## src/include/gio_pkg.sv

```systemverilog
////////////////////////////////////////////////////////////////////////////////
// Shared constants and types for the pin I/O logic
////////////////////////////////////////////////////////////////////////////////
`default_nettype none
package gio_pkg;

  // Register port geometry
  localparam int unsigned ADDR_W = 8;
  localparam int unsigned DATA_W = 32;

  // Register offsets (byte addresses)
  localparam logic [7:0] CTRL_OFS = 8'h00;
  localparam logic [7:0] STATUS_OFS = 8'h04;

  // Control register layout: bits [14:0] hold gio_cfg_type, the rest read zero
  localparam int unsigned CTRL_USED_W = 15;
  localparam logic [31:0] CTRL_RST = 32'h0000_0000;

  // Status register bit positions
  localparam int unsigned STAT_PAD_BIT = 0;
  localparam int unsigned STAT_RISE_BIT = 1;
  localparam int unsigned STAT_FALL_BIT = 2;
  localparam int unsigned STAT_OE_BIT = 3;
  localparam int unsigned STAT_CFG_BIT = 4;
  localparam int unsigned STAT_PU_BIT = 5;
  localparam int unsigned STAT_PD_BIT = 6;

  // Reset values of the pad pull flops: the pin starts inside configuration
  localparam logic PULL_UP_RST = 1'b1;
  localparam logic PULL_DOWN_RST = 1'b0;

  // Pin operating modes
  typedef enum logic [2:0] {
    GIO_MODE_UNUSED = 3'b000,
    GIO_MODE_INPUT  = 3'b001,
    GIO_MODE_OUTPUT = 3'b010,
    GIO_MODE_BIDIR  = 3'b011,
    GIO_MODE_CLKOUT = 3'b100
  } gio_mode_type;

  // Control fields, MSB first; mode occupies bits [2:0]
  typedef struct packed {
    logic diff_pin;    // 14: pin is differential-capable, used single-ended
    logic pull_down;   // 13: unused pin pulls down instead of up, or has no pull at all when diff_pin is set
    logic alt_sel;     // 12: in input mode the pad feeds the alternate path only
    logic dual_edge_out; // 11: dual-edge drive
    logic dual_edge_in; // 10: dual-edge capture
    logic out_inv;     // 9
    logic oe_fall;     // 8
    logic oe_reg;      // 7
    logic out_fall;    // 6
    logic out_reg;     // 5
    logic in_fall;     // 4
    logic in_reg;      // 3
    gio_mode_type mode; // 2:0
  } gio_cfg_type;

  // Register port request
  typedef struct packed {
    logic [7:0] addr;
    logic [31:0] wdata;
    logic wr;
    logic rd;
  } gio_bus_req_type;

  // Core-side drive bundle
  typedef struct packed {
    logic data_rise;   // Data driven, and rising-edge data in dual-edge mode
    logic data_fall;   // Falling-edge data in dual-edge mode
    logic oe;
  } gio_drive_type;

endpackage
`default_nettype wire

```

## src/hw/gio_edge_reg.sv

```systemverilog
`timescale 1ns/1ps
`default_nettype none
////////////////////////////////////////////////////////////////////////////////
// One I/O register with a flop on each clock edge and a selectable output
////////////////////////////////////////////////////////////////////////////////
module gio_edge_reg #(
  parameter logic RST_VAL = 1'b0
) (
  input wire logic clk_i,
  input wire logic arst_n_i,
  input wire logic d_rise_i,
  input wire logic d_fall_i,
  input wire logic fall_sel_i,
  output logic q_o,
  output logic q_rise_o,
  output logic q_fall_o
);

  logic rise_r;
  logic rise_nxt;
  logic fall_r;
  logic fall_nxt;

  // Both edges always run; selection afterwards avoids gating the clock
  always_comb begin
    rise_nxt = d_rise_i;
    fall_nxt = d_fall_i;
  end

  // Rising-edge flop
  always_ff @(posedge clk_i or negedge arst_n_i) begin
    if (!arst_n_i) begin
      rise_r <= RST_VAL;
    end else begin
      rise_r <= rise_nxt;
    end
  end

  // Falling-edge flop
  always_ff @(negedge clk_i or negedge arst_n_i) begin
    if (!arst_n_i) begin
      fall_r <= RST_VAL;
    end else begin
      fall_r <= fall_nxt;
    end
  end

  assign q_o = fall_sel_i ? fall_r : rise_r;
  assign q_rise_o = rise_r;
  assign q_fall_o = fall_r;

endmodule // gio_edge_reg
`default_nettype wire

```

## src/hw/gio_io_logic.sv

```systemverilog
`timescale 1ns/1ps
`default_nettype none
module gio_io_logic (
  input wire logic clk_i,
  input wire logic arst_n_i,
  input wire logic cfg_active_i,
  input wire gio_pkg::gio_bus_req_type bus_req_i,
  output logic [31:0] rd_data_o,
  input wire gio_pkg::gio_drive_type core_drive_i,
  output logic rise_sample_out_o,
  output logic fall_sample_out_o,
  output logic alt_path_o,
  input wire logic pad_i,
  output logic pad_o,
  output logic pad_oe_o,
  output logic pull_up_o,
  output logic pull_down_o
);

  ////////////////////////////////////////////////////////////////////////////
  // Clocks and configuration
  ////////////////////////////////////////////////////////////////////////////
  logic capture_side_clock;
  logic drive_side_clock;
  logic [31:0] ctrl_r;
  logic [31:0] ctrl_nxt;
  logic [31:0] rd_data_r;
  logic [31:0] rd_data_nxt;
  logic [31:0] status;
  gio_pkg::gio_cfg_type cfg;
  logic in_mode;
  logic drive_mode;
  logic bidir_mode;

  // Both dedicated core clocks are taps of the core tree, never user nets
  assign capture_side_clock = clk_i;
  assign drive_side_clock = clk_i;

  assign cfg = gio_pkg::gio_cfg_type'(ctrl_r[gio_pkg::CTRL_USED_W-1:0]);
  assign bidir_mode = (cfg.mode == gio_pkg::GIO_MODE_BIDIR);
  // Receive path only in input and bidir, drive path only in output and bidir
  assign in_mode = (cfg.mode == gio_pkg::GIO_MODE_INPUT) || bidir_mode;
  assign drive_mode = (cfg.mode == gio_pkg::GIO_MODE_OUTPUT) || bidir_mode;

  ////////////////////////////////////////////////////////////////////////////
  // Register port
  ////////////////////////////////////////////////////////////////////////////
  // Write decode and read mux; unmapped reads return zero
  always_comb begin
    ctrl_nxt = ctrl_r;
    rd_data_nxt = 32'h0000_0000;
    if (bus_req_i.wr && bus_req_i.addr == gio_pkg::CTRL_OFS) begin
      ctrl_nxt = {17'h0_0000, bus_req_i.wdata[gio_pkg::CTRL_USED_W-1:0]};
    end
    if (bus_req_i.rd) begin
      if (bus_req_i.addr == gio_pkg::CTRL_OFS) begin
        rd_data_nxt = ctrl_r;
      end else if (bus_req_i.addr == gio_pkg::STATUS_OFS) begin
        rd_data_nxt = status;
      end else begin
        rd_data_nxt = 32'h0000_0000;
      end
    end
  end

  always_ff @(posedge clk_i or negedge arst_n_i) begin
    if (!arst_n_i) begin
      ctrl_r <= gio_pkg::CTRL_RST;
      rd_data_r <= 32'h0000_0000;
    end else begin
      ctrl_r <= ctrl_nxt;
      rd_data_r <= rd_data_nxt;
    end
  end

  assign rd_data_o = rd_data_r;

  ////////////////////////////////////////////////////////////////////////////
  // Receive path
  ////////////////////////////////////////////////////////////////////////////
  logic in_q;
  logic in_q_rise;
  logic in_q_fall;
  logic pad_meta_r;
  logic pad_sync_r;
  logic pad_meta_nxt;
  logic pad_sync_nxt;

  // Input register captures the pad; the core sees the pad through it only while in_reg is set
  gio_edge_reg #(
    .RST_VAL(1'b0)
  ) u_in_reg (
    .clk_i(capture_side_clock),
    .arst_n_i(arst_n_i),
    .d_rise_i(pad_i),
    .d_fall_i(pad_i),
    .fall_sel_i(cfg.in_fall),
    .q_o(in_q),
    .q_rise_o(in_q_rise),
    .q_fall_o(in_q_fall)
  );

  // Core-facing capture outputs; the input registering choice ignores out_reg
  always_comb begin
    rise_sample_out_o = 1'b0;
    fall_sample_out_o = 1'b0;
    if (in_mode && !cfg.alt_sel) begin
      if (!cfg.in_reg) begin
        rise_sample_out_o = pad_i;
      end else if (cfg.dual_edge_in) begin
        rise_sample_out_o = in_q_rise;
        fall_sample_out_o = in_q_fall;
      end else begin
        rise_sample_out_o = in_q;
      end
    end
  end

  // Alternate path: straight wire to the neighbouring block, no register
  assign alt_path_o = (cfg.mode == gio_pkg::GIO_MODE_INPUT) && cfg.alt_sel && pad_i;

  // Software view of the pad level goes through two flops first
  always_comb begin
    pad_meta_nxt = pad_i;
    pad_sync_nxt = pad_meta_r;
  end

  always_ff @(posedge clk_i or negedge arst_n_i) begin
    if (!arst_n_i) begin
      pad_meta_r <= 1'b0;
      pad_sync_r <= 1'b0;
    end else begin
      pad_meta_r <= pad_meta_nxt;
      pad_sync_r <= pad_sync_nxt;
    end
  end

  ////////////////////////////////////////////////////////////////////////////
  // Drive path
  ////////////////////////////////////////////////////////////////////////////
  logic out_q;
  logic out_q_rise;
  logic out_q_fall;
  logic oe_q;
  logic out_reg_val;
  logic out_val;
  logic oe_val;

  // Output register; in dual-edge mode the falling flop takes the second bit
  gio_edge_reg #(
    .RST_VAL(1'b0)
  ) u_out_reg (
    .clk_i(drive_side_clock),
    .arst_n_i(arst_n_i),
    .d_rise_i(core_drive_i.data_rise),
    .d_fall_i(cfg.dual_edge_out ? core_drive_i.data_fall : core_drive_i.data_rise),
    .fall_sel_i(cfg.out_fall),
    .q_o(out_q),
    .q_rise_o(out_q_rise),
    .q_fall_o(out_q_fall)
  );

  // Output enable register shares the drive-side clock
  gio_edge_reg #(
    .RST_VAL(1'b0)
  ) u_oe_reg (
    .clk_i(drive_side_clock),
    .arst_n_i(arst_n_i),
    .d_rise_i(core_drive_i.oe),
    .d_fall_i(core_drive_i.oe),
    .fall_sel_i(cfg.oe_fall),
    .q_o(oe_q),
    .q_rise_o(),
    .q_fall_o()
  );

  // Dual-edge mux follows the clock level so each half shows its own flop
  always_comb begin
    out_reg_val = cfg.dual_edge_out ? (drive_side_clock ? out_q_rise : out_q_fall) : out_q;
    out_val = cfg.out_reg ? (out_reg_val ^ cfg.out_inv) : core_drive_i.data_rise;
    oe_val = cfg.oe_reg ? oe_q : core_drive_i.oe;
  end

  // Pad driver; clock mode takes the tree directly, not a core data bit
  always_comb begin
    pad_o = 1'b0;
    pad_oe_o = 1'b0;
    if (!cfg_active_i) begin
      if (cfg.mode == gio_pkg::GIO_MODE_CLKOUT) begin
        pad_o = drive_side_clock;
        pad_oe_o = 1'b1;
      end else if (cfg.mode == gio_pkg::GIO_MODE_OUTPUT) begin
        pad_o = out_val;
        pad_oe_o = 1'b1;
      end else if (bidir_mode) begin
        pad_o = out_val;
        pad_oe_o = oe_val;
      end
    end
  end

  ////////////////////////////////////////////////////////////////////////////
  // Pad pulls
  ////////////////////////////////////////////////////////////////////////////
  logic pull_up_r;
  logic pull_up_nxt;
  logic pull_down_r;
  logic pull_down_nxt;

  // For a plain pin, configuration and unused pull-up both give one in the same cycle,
  // so an unused pin's pull never drops while the device enters user mode
  always_comb begin
    pull_up_nxt = 1'b0;
    pull_down_nxt = 1'b0;
    if (cfg_active_i) begin
      pull_up_nxt = !cfg.diff_pin;
    end else if (cfg.mode == gio_pkg::GIO_MODE_UNUSED) begin
      pull_up_nxt = !cfg.pull_down;
      pull_down_nxt = cfg.pull_down && !cfg.diff_pin;
    end
  end

  always_ff @(posedge clk_i or negedge arst_n_i) begin
    if (!arst_n_i) begin
      pull_up_r <= gio_pkg::PULL_UP_RST;
      pull_down_r <= gio_pkg::PULL_DOWN_RST;
    end else begin
      pull_up_r <= pull_up_nxt;
      pull_down_r <= pull_down_nxt;
    end
  end

  assign pull_up_o = pull_up_r;
  assign pull_down_o = pull_down_r;

  ////////////////////////////////////////////////////////////////////////////
  // Status
  ////////////////////////////////////////////////////////////////////////////
  always_comb begin
    status = 32'h0000_0000;
    status[gio_pkg::STAT_PAD_BIT] = pad_sync_r;
    status[gio_pkg::STAT_RISE_BIT] = in_q_rise;
    status[gio_pkg::STAT_FALL_BIT] = in_q_fall;
    status[gio_pkg::STAT_OE_BIT] = oe_q;
    status[gio_pkg::STAT_CFG_BIT] = cfg_active_i;
    status[gio_pkg::STAT_PU_BIT] = pull_up_r;
    status[gio_pkg::STAT_PD_BIT] = pull_down_r;
  end

endmodule // gio_io_logic
`default_nettype wire

```

## config.mk

```make
export PLATFORM = sky130hd
export DESIGN_NAME = gio_io_logic
export DESIGN_NICKNAME = d
export VERILOG_FILES = /design/src/include/gio_pkg.sv /design/src/hw/gio_edge_reg.sv /design/src/hw/gio_io_logic.sv
export SDC_FILE = /design/constraint.sdc
export NUM_CORES = 1
export LEC_CHECK = 0
export BUFFER_PORTS_ARGS = -buffer_cell sky130_fd_sc_hd__buf_4
export CAP_MARGIN = 30
export CORE_UTILIZATION = 45
export DETAILED_ROUTE_END_ITERATION = 8
export GPL_ROUTABILITY_DRIVEN = 0
export GPL_TIMING_DRIVEN = 0
export PLACE_DENSITY = 0.79
export SLEW_MARGIN = 30
export SYNTH_ARGS = -nofsm -noshare
export SYNTH_HDL_FRONTEND = slang
export SYNTH_SLANG_ARGS = --single-unit
export TNS_END_PERCENT = 10
```

## constraint.sdc

```tcl
create_clock -name clk_i -period 1.9 [get_ports clk_i]
set_input_delay 0.19 -clock clk_i [delete_from_list [all_inputs] [get_ports clk_i]]
set_output_delay 0.19 -clock clk_i [all_outputs]
set_load 0.02 [all_outputs]
```

==> reports/qor.csv <==
metric,value,unit
Seq pwr share,0.415,
PwrDens,793,nW/µm²
Worst slew margin,0.602,
DRC marker count from the first detailed-route iteration,57,
"Cell Area, Synth",1760,µm²
critical path class,reg2out,
Die ar.,4160,µm²
largest net degree at the start of global routing,40,
DP Worst Slack,-320,ps
fin. max-slew vios,0,
# IOs,88,
final setup violating endpoints,8,
via count,1386,
initial antenna violation count,0,
average cell area after synthesis,13.2,µm²
NetSw,525,µW
CP Data Required Time,1710,ps
Clock transition at path regs,80,ps
Max-Cap Viols,0,
drt wl/cell,15.0,µm
Logic pwr share,0.103,
Die X,64.5,µm
synth unique cells,34,
Peak VDD IR,0.606,mV
CTS tree,yes,
row count,22,
Port Buffers,53,
CP endpoint kind,output pin,
Syn Inst Count,133,
"Max FO, Critical Path",2,
P&R area growth vs syn,53.5,%
final setup margin,-991,ps
Clock Latency Late Sink,410,ps
vias in the first global route,1443,
Ys Warns,0,
synthesized flop and latch total,39,
Initial Utilization,0.473,
DRC Markers,0,
drt pass-1 iters,4,
unrepaired setup endpoints after global routing,true,
sequential cell area fraction in the yosys report,0.556,
core region area,3720,µm²
Die H,64.5,µm
status,"finished, violations left",
gr usage total,0.253,
Hold Fails Final Rpt,0,
detailed placer's ending HPWL,2.58,mm
Internal Power,1610,µW
Sw Ratio,0.245,
Post-DRT Antenna Nets,0,
Tightest Pin Transition,596,ps
clock share of power,0.483,
failing checks,negative setup slack,
share of layout cells above drive strength 1,0.530,
first-pass GRT wire length,6.99,mm
DR vias/cell,4.99,
Final Skew,18.9,ps
startpoint types,register,
Routed WL,4.17,mm
"Core Util, Final",0.726,
Antenna Diode Count,0,
Post-CTS Setup Bufs,0,
Final Net Count,275,
WP data arrival,2700,ps
total grt overflow,0,
Lkg Pwr,0.00143,µW
Hold Crit Class,in2reg,
layer usage:
| metal | up-vias | GRT usage | wire, µm |
|---|---|---|---|
| li1 | 620 | - | - |
| met1 | 667 | 0.259 | 1650 |
| met2 | 80 | 0.322 | 1950 |
| met3 | 19 | 0.188 | 441 |
| met4 | 0 | 0.239 | 128 |
| met5 | - | 0.0278 | 0 |
final timing paths:
kind | from | to | slack, ps | cells after the start
min in group asynchronous | arst_n_i | ctrl_r[6]$_DFFE_PN0P_ | 290 | 2
setup reg to reg | ctrl_r[11]$_DFFE_PN0P_ | u_out_reg.q_fall_o$_DFF_NN0_ | 10 | 1
hold / removal | bus_req_i[8] | ctrl_r[6]$_DFFE_PN0P_ | 20 | 2
max in group asynchronous | arst_n_i | u_in_reg.q_fall_o$_DFF_NN0_ | 420 | 2
hold reg to reg | u_in_reg.q_rise_o$_DFF_PN0_ | pad_sync_r$_DFF_PN0_ | 400 | 0
setup / recovery | u_out_reg.q_fall_o$_DFF_NN0_ | pad_o | -990 | 5
layout make-up:
cell class | count | area [µm²]
Tap cell | 48 | 60.1
Fill cell | 247 | 1020
Sequential cell | 39 | 978
Timing Repair Buffer | 56 | 430
Buffer | 20 | 158
Clock buffer | 24 | 288
Clock inverter | 1 | 5.00
Multi-Input combinational cell | 90 | 778
power groups by stage:
| stage | clock network [µW] | logic [µW] | registers, µW |
|---|---|---|---|
| floorplan | 16.1 | 117 | 893 |
| global placement | 17.6 | 203 | 895 |
| detailed placement | 17.6 | 208 | 898 |
| CTS | 1050 | 218 | 886 |
| global route | 1110 | 238 | 890 |
| finish | 1030 | 219 | 887 |
logic make-up (layout without fill, tap and decap cells):
logic type | after synthesis | count (layout) | share of synthesized area
multiplexers | 24 | 24 | 0.169
other | 1 | 17 | 0.00213
AO/OA/AOI/OAI | 12 | 12 | 0.0527
AND/OR/NAND/NOR | 37 | 37 | 0.136
buffers and inverters | 20 | 101 | 0.0840
flip-flops | 39 | 39 | 0.556
sequential cells by signal, summed over array words and instances, names as in the netlist:
signal	flops
ctrl_r	15
rd_data_o	15
pad_sync_r	1
pull_down_o	1
pull_up_o	1
u_in_reg.q_fall_o	1
u_in_reg.q_rise_o	1
u_oe_reg.q_fall_o	1
u_oe_reg.q_rise_o	1
u_out_reg.q_fall_o	1
u_out_reg.q_rise_o	1
timing repair:
action / CTS / global route
endpoints found under the setup margin: 8 / 9
hold buffers: 4 / 0
hold endpoints to repair: 38 / 0
gates resized for setup: 9 / 2
pin swaps: 3 / 2
metrics by stage:
step / std cells / instance area, µm² / hold slack, ps / TNS (ps) / power, µW
5_1_grt: 278 / 2700 / 2.89 / -3410 / 2230
3_5_place_dp: 250 / 2330 / 177 / -1180 / 1120
4_1_cts: 278 / 2690 / 16.2 / -3000 / 2150
3_3_place_gp: 250 / 2330 / 171 / -917 / 1120
2_1_floorplan: 149 / 1870 / -106 / -911 / 1030
6_report: 278 / 2700 / 17.5 / -2970 / 2140
worst max-delay path, cell delays in order (launching register included):
cell and delay, ps:
dfrtn_1 350, o211a_1 160, clkbuf_8 150, a21o_1 180
a2111oi_4 300, buf_4 200
synth_stat cells (all sizes together):
master	n	area share
nand2b	4	0.014
or4	1	0.0064
nor2	8	0.017
or3	1	0.0036
and3	1	0.0036
nand2	5	0.011
and3b	1	0.0050
nand3	2	0.0057
dfstp	1	0.015
conb	1	0.0021
and2	7	0.025
nand3b	1	0.011
nor4	1	0.012
a211oi	1	0.0043
or3b	1	0.0050
o211a	1	0.0057
and4b	1	0.0057
clkbuf	2	0.0050
a221oi	1	0.0050
nor3	2	0.0057
a2111oi	3	0.015
dfrtn	3	0.043
mux2i	8	0.046
buf	18	0.079
a21o	1	0.0043
nor4b	1	0.0050
o32a	1	0.0057
mux2	16	0.12
dfrtp	35	0.50
o31ai	1	0.0043
o21ai	3	0.0085
layout by cell type (no fill, tap or decap), drive strengths merged, types with 3 or more instances in the layout:
master       instances
dfrtn                3
conb                17
dlygate4sd3          4
nor2                 8
clkbuf              24
mux2                16
nand2                5
buf                 72
o21ai                3
dfrtp               35
a2111oi              3
nand2b               4
mux2i                8
and2                 7
(Power assumes the default switching activity.)
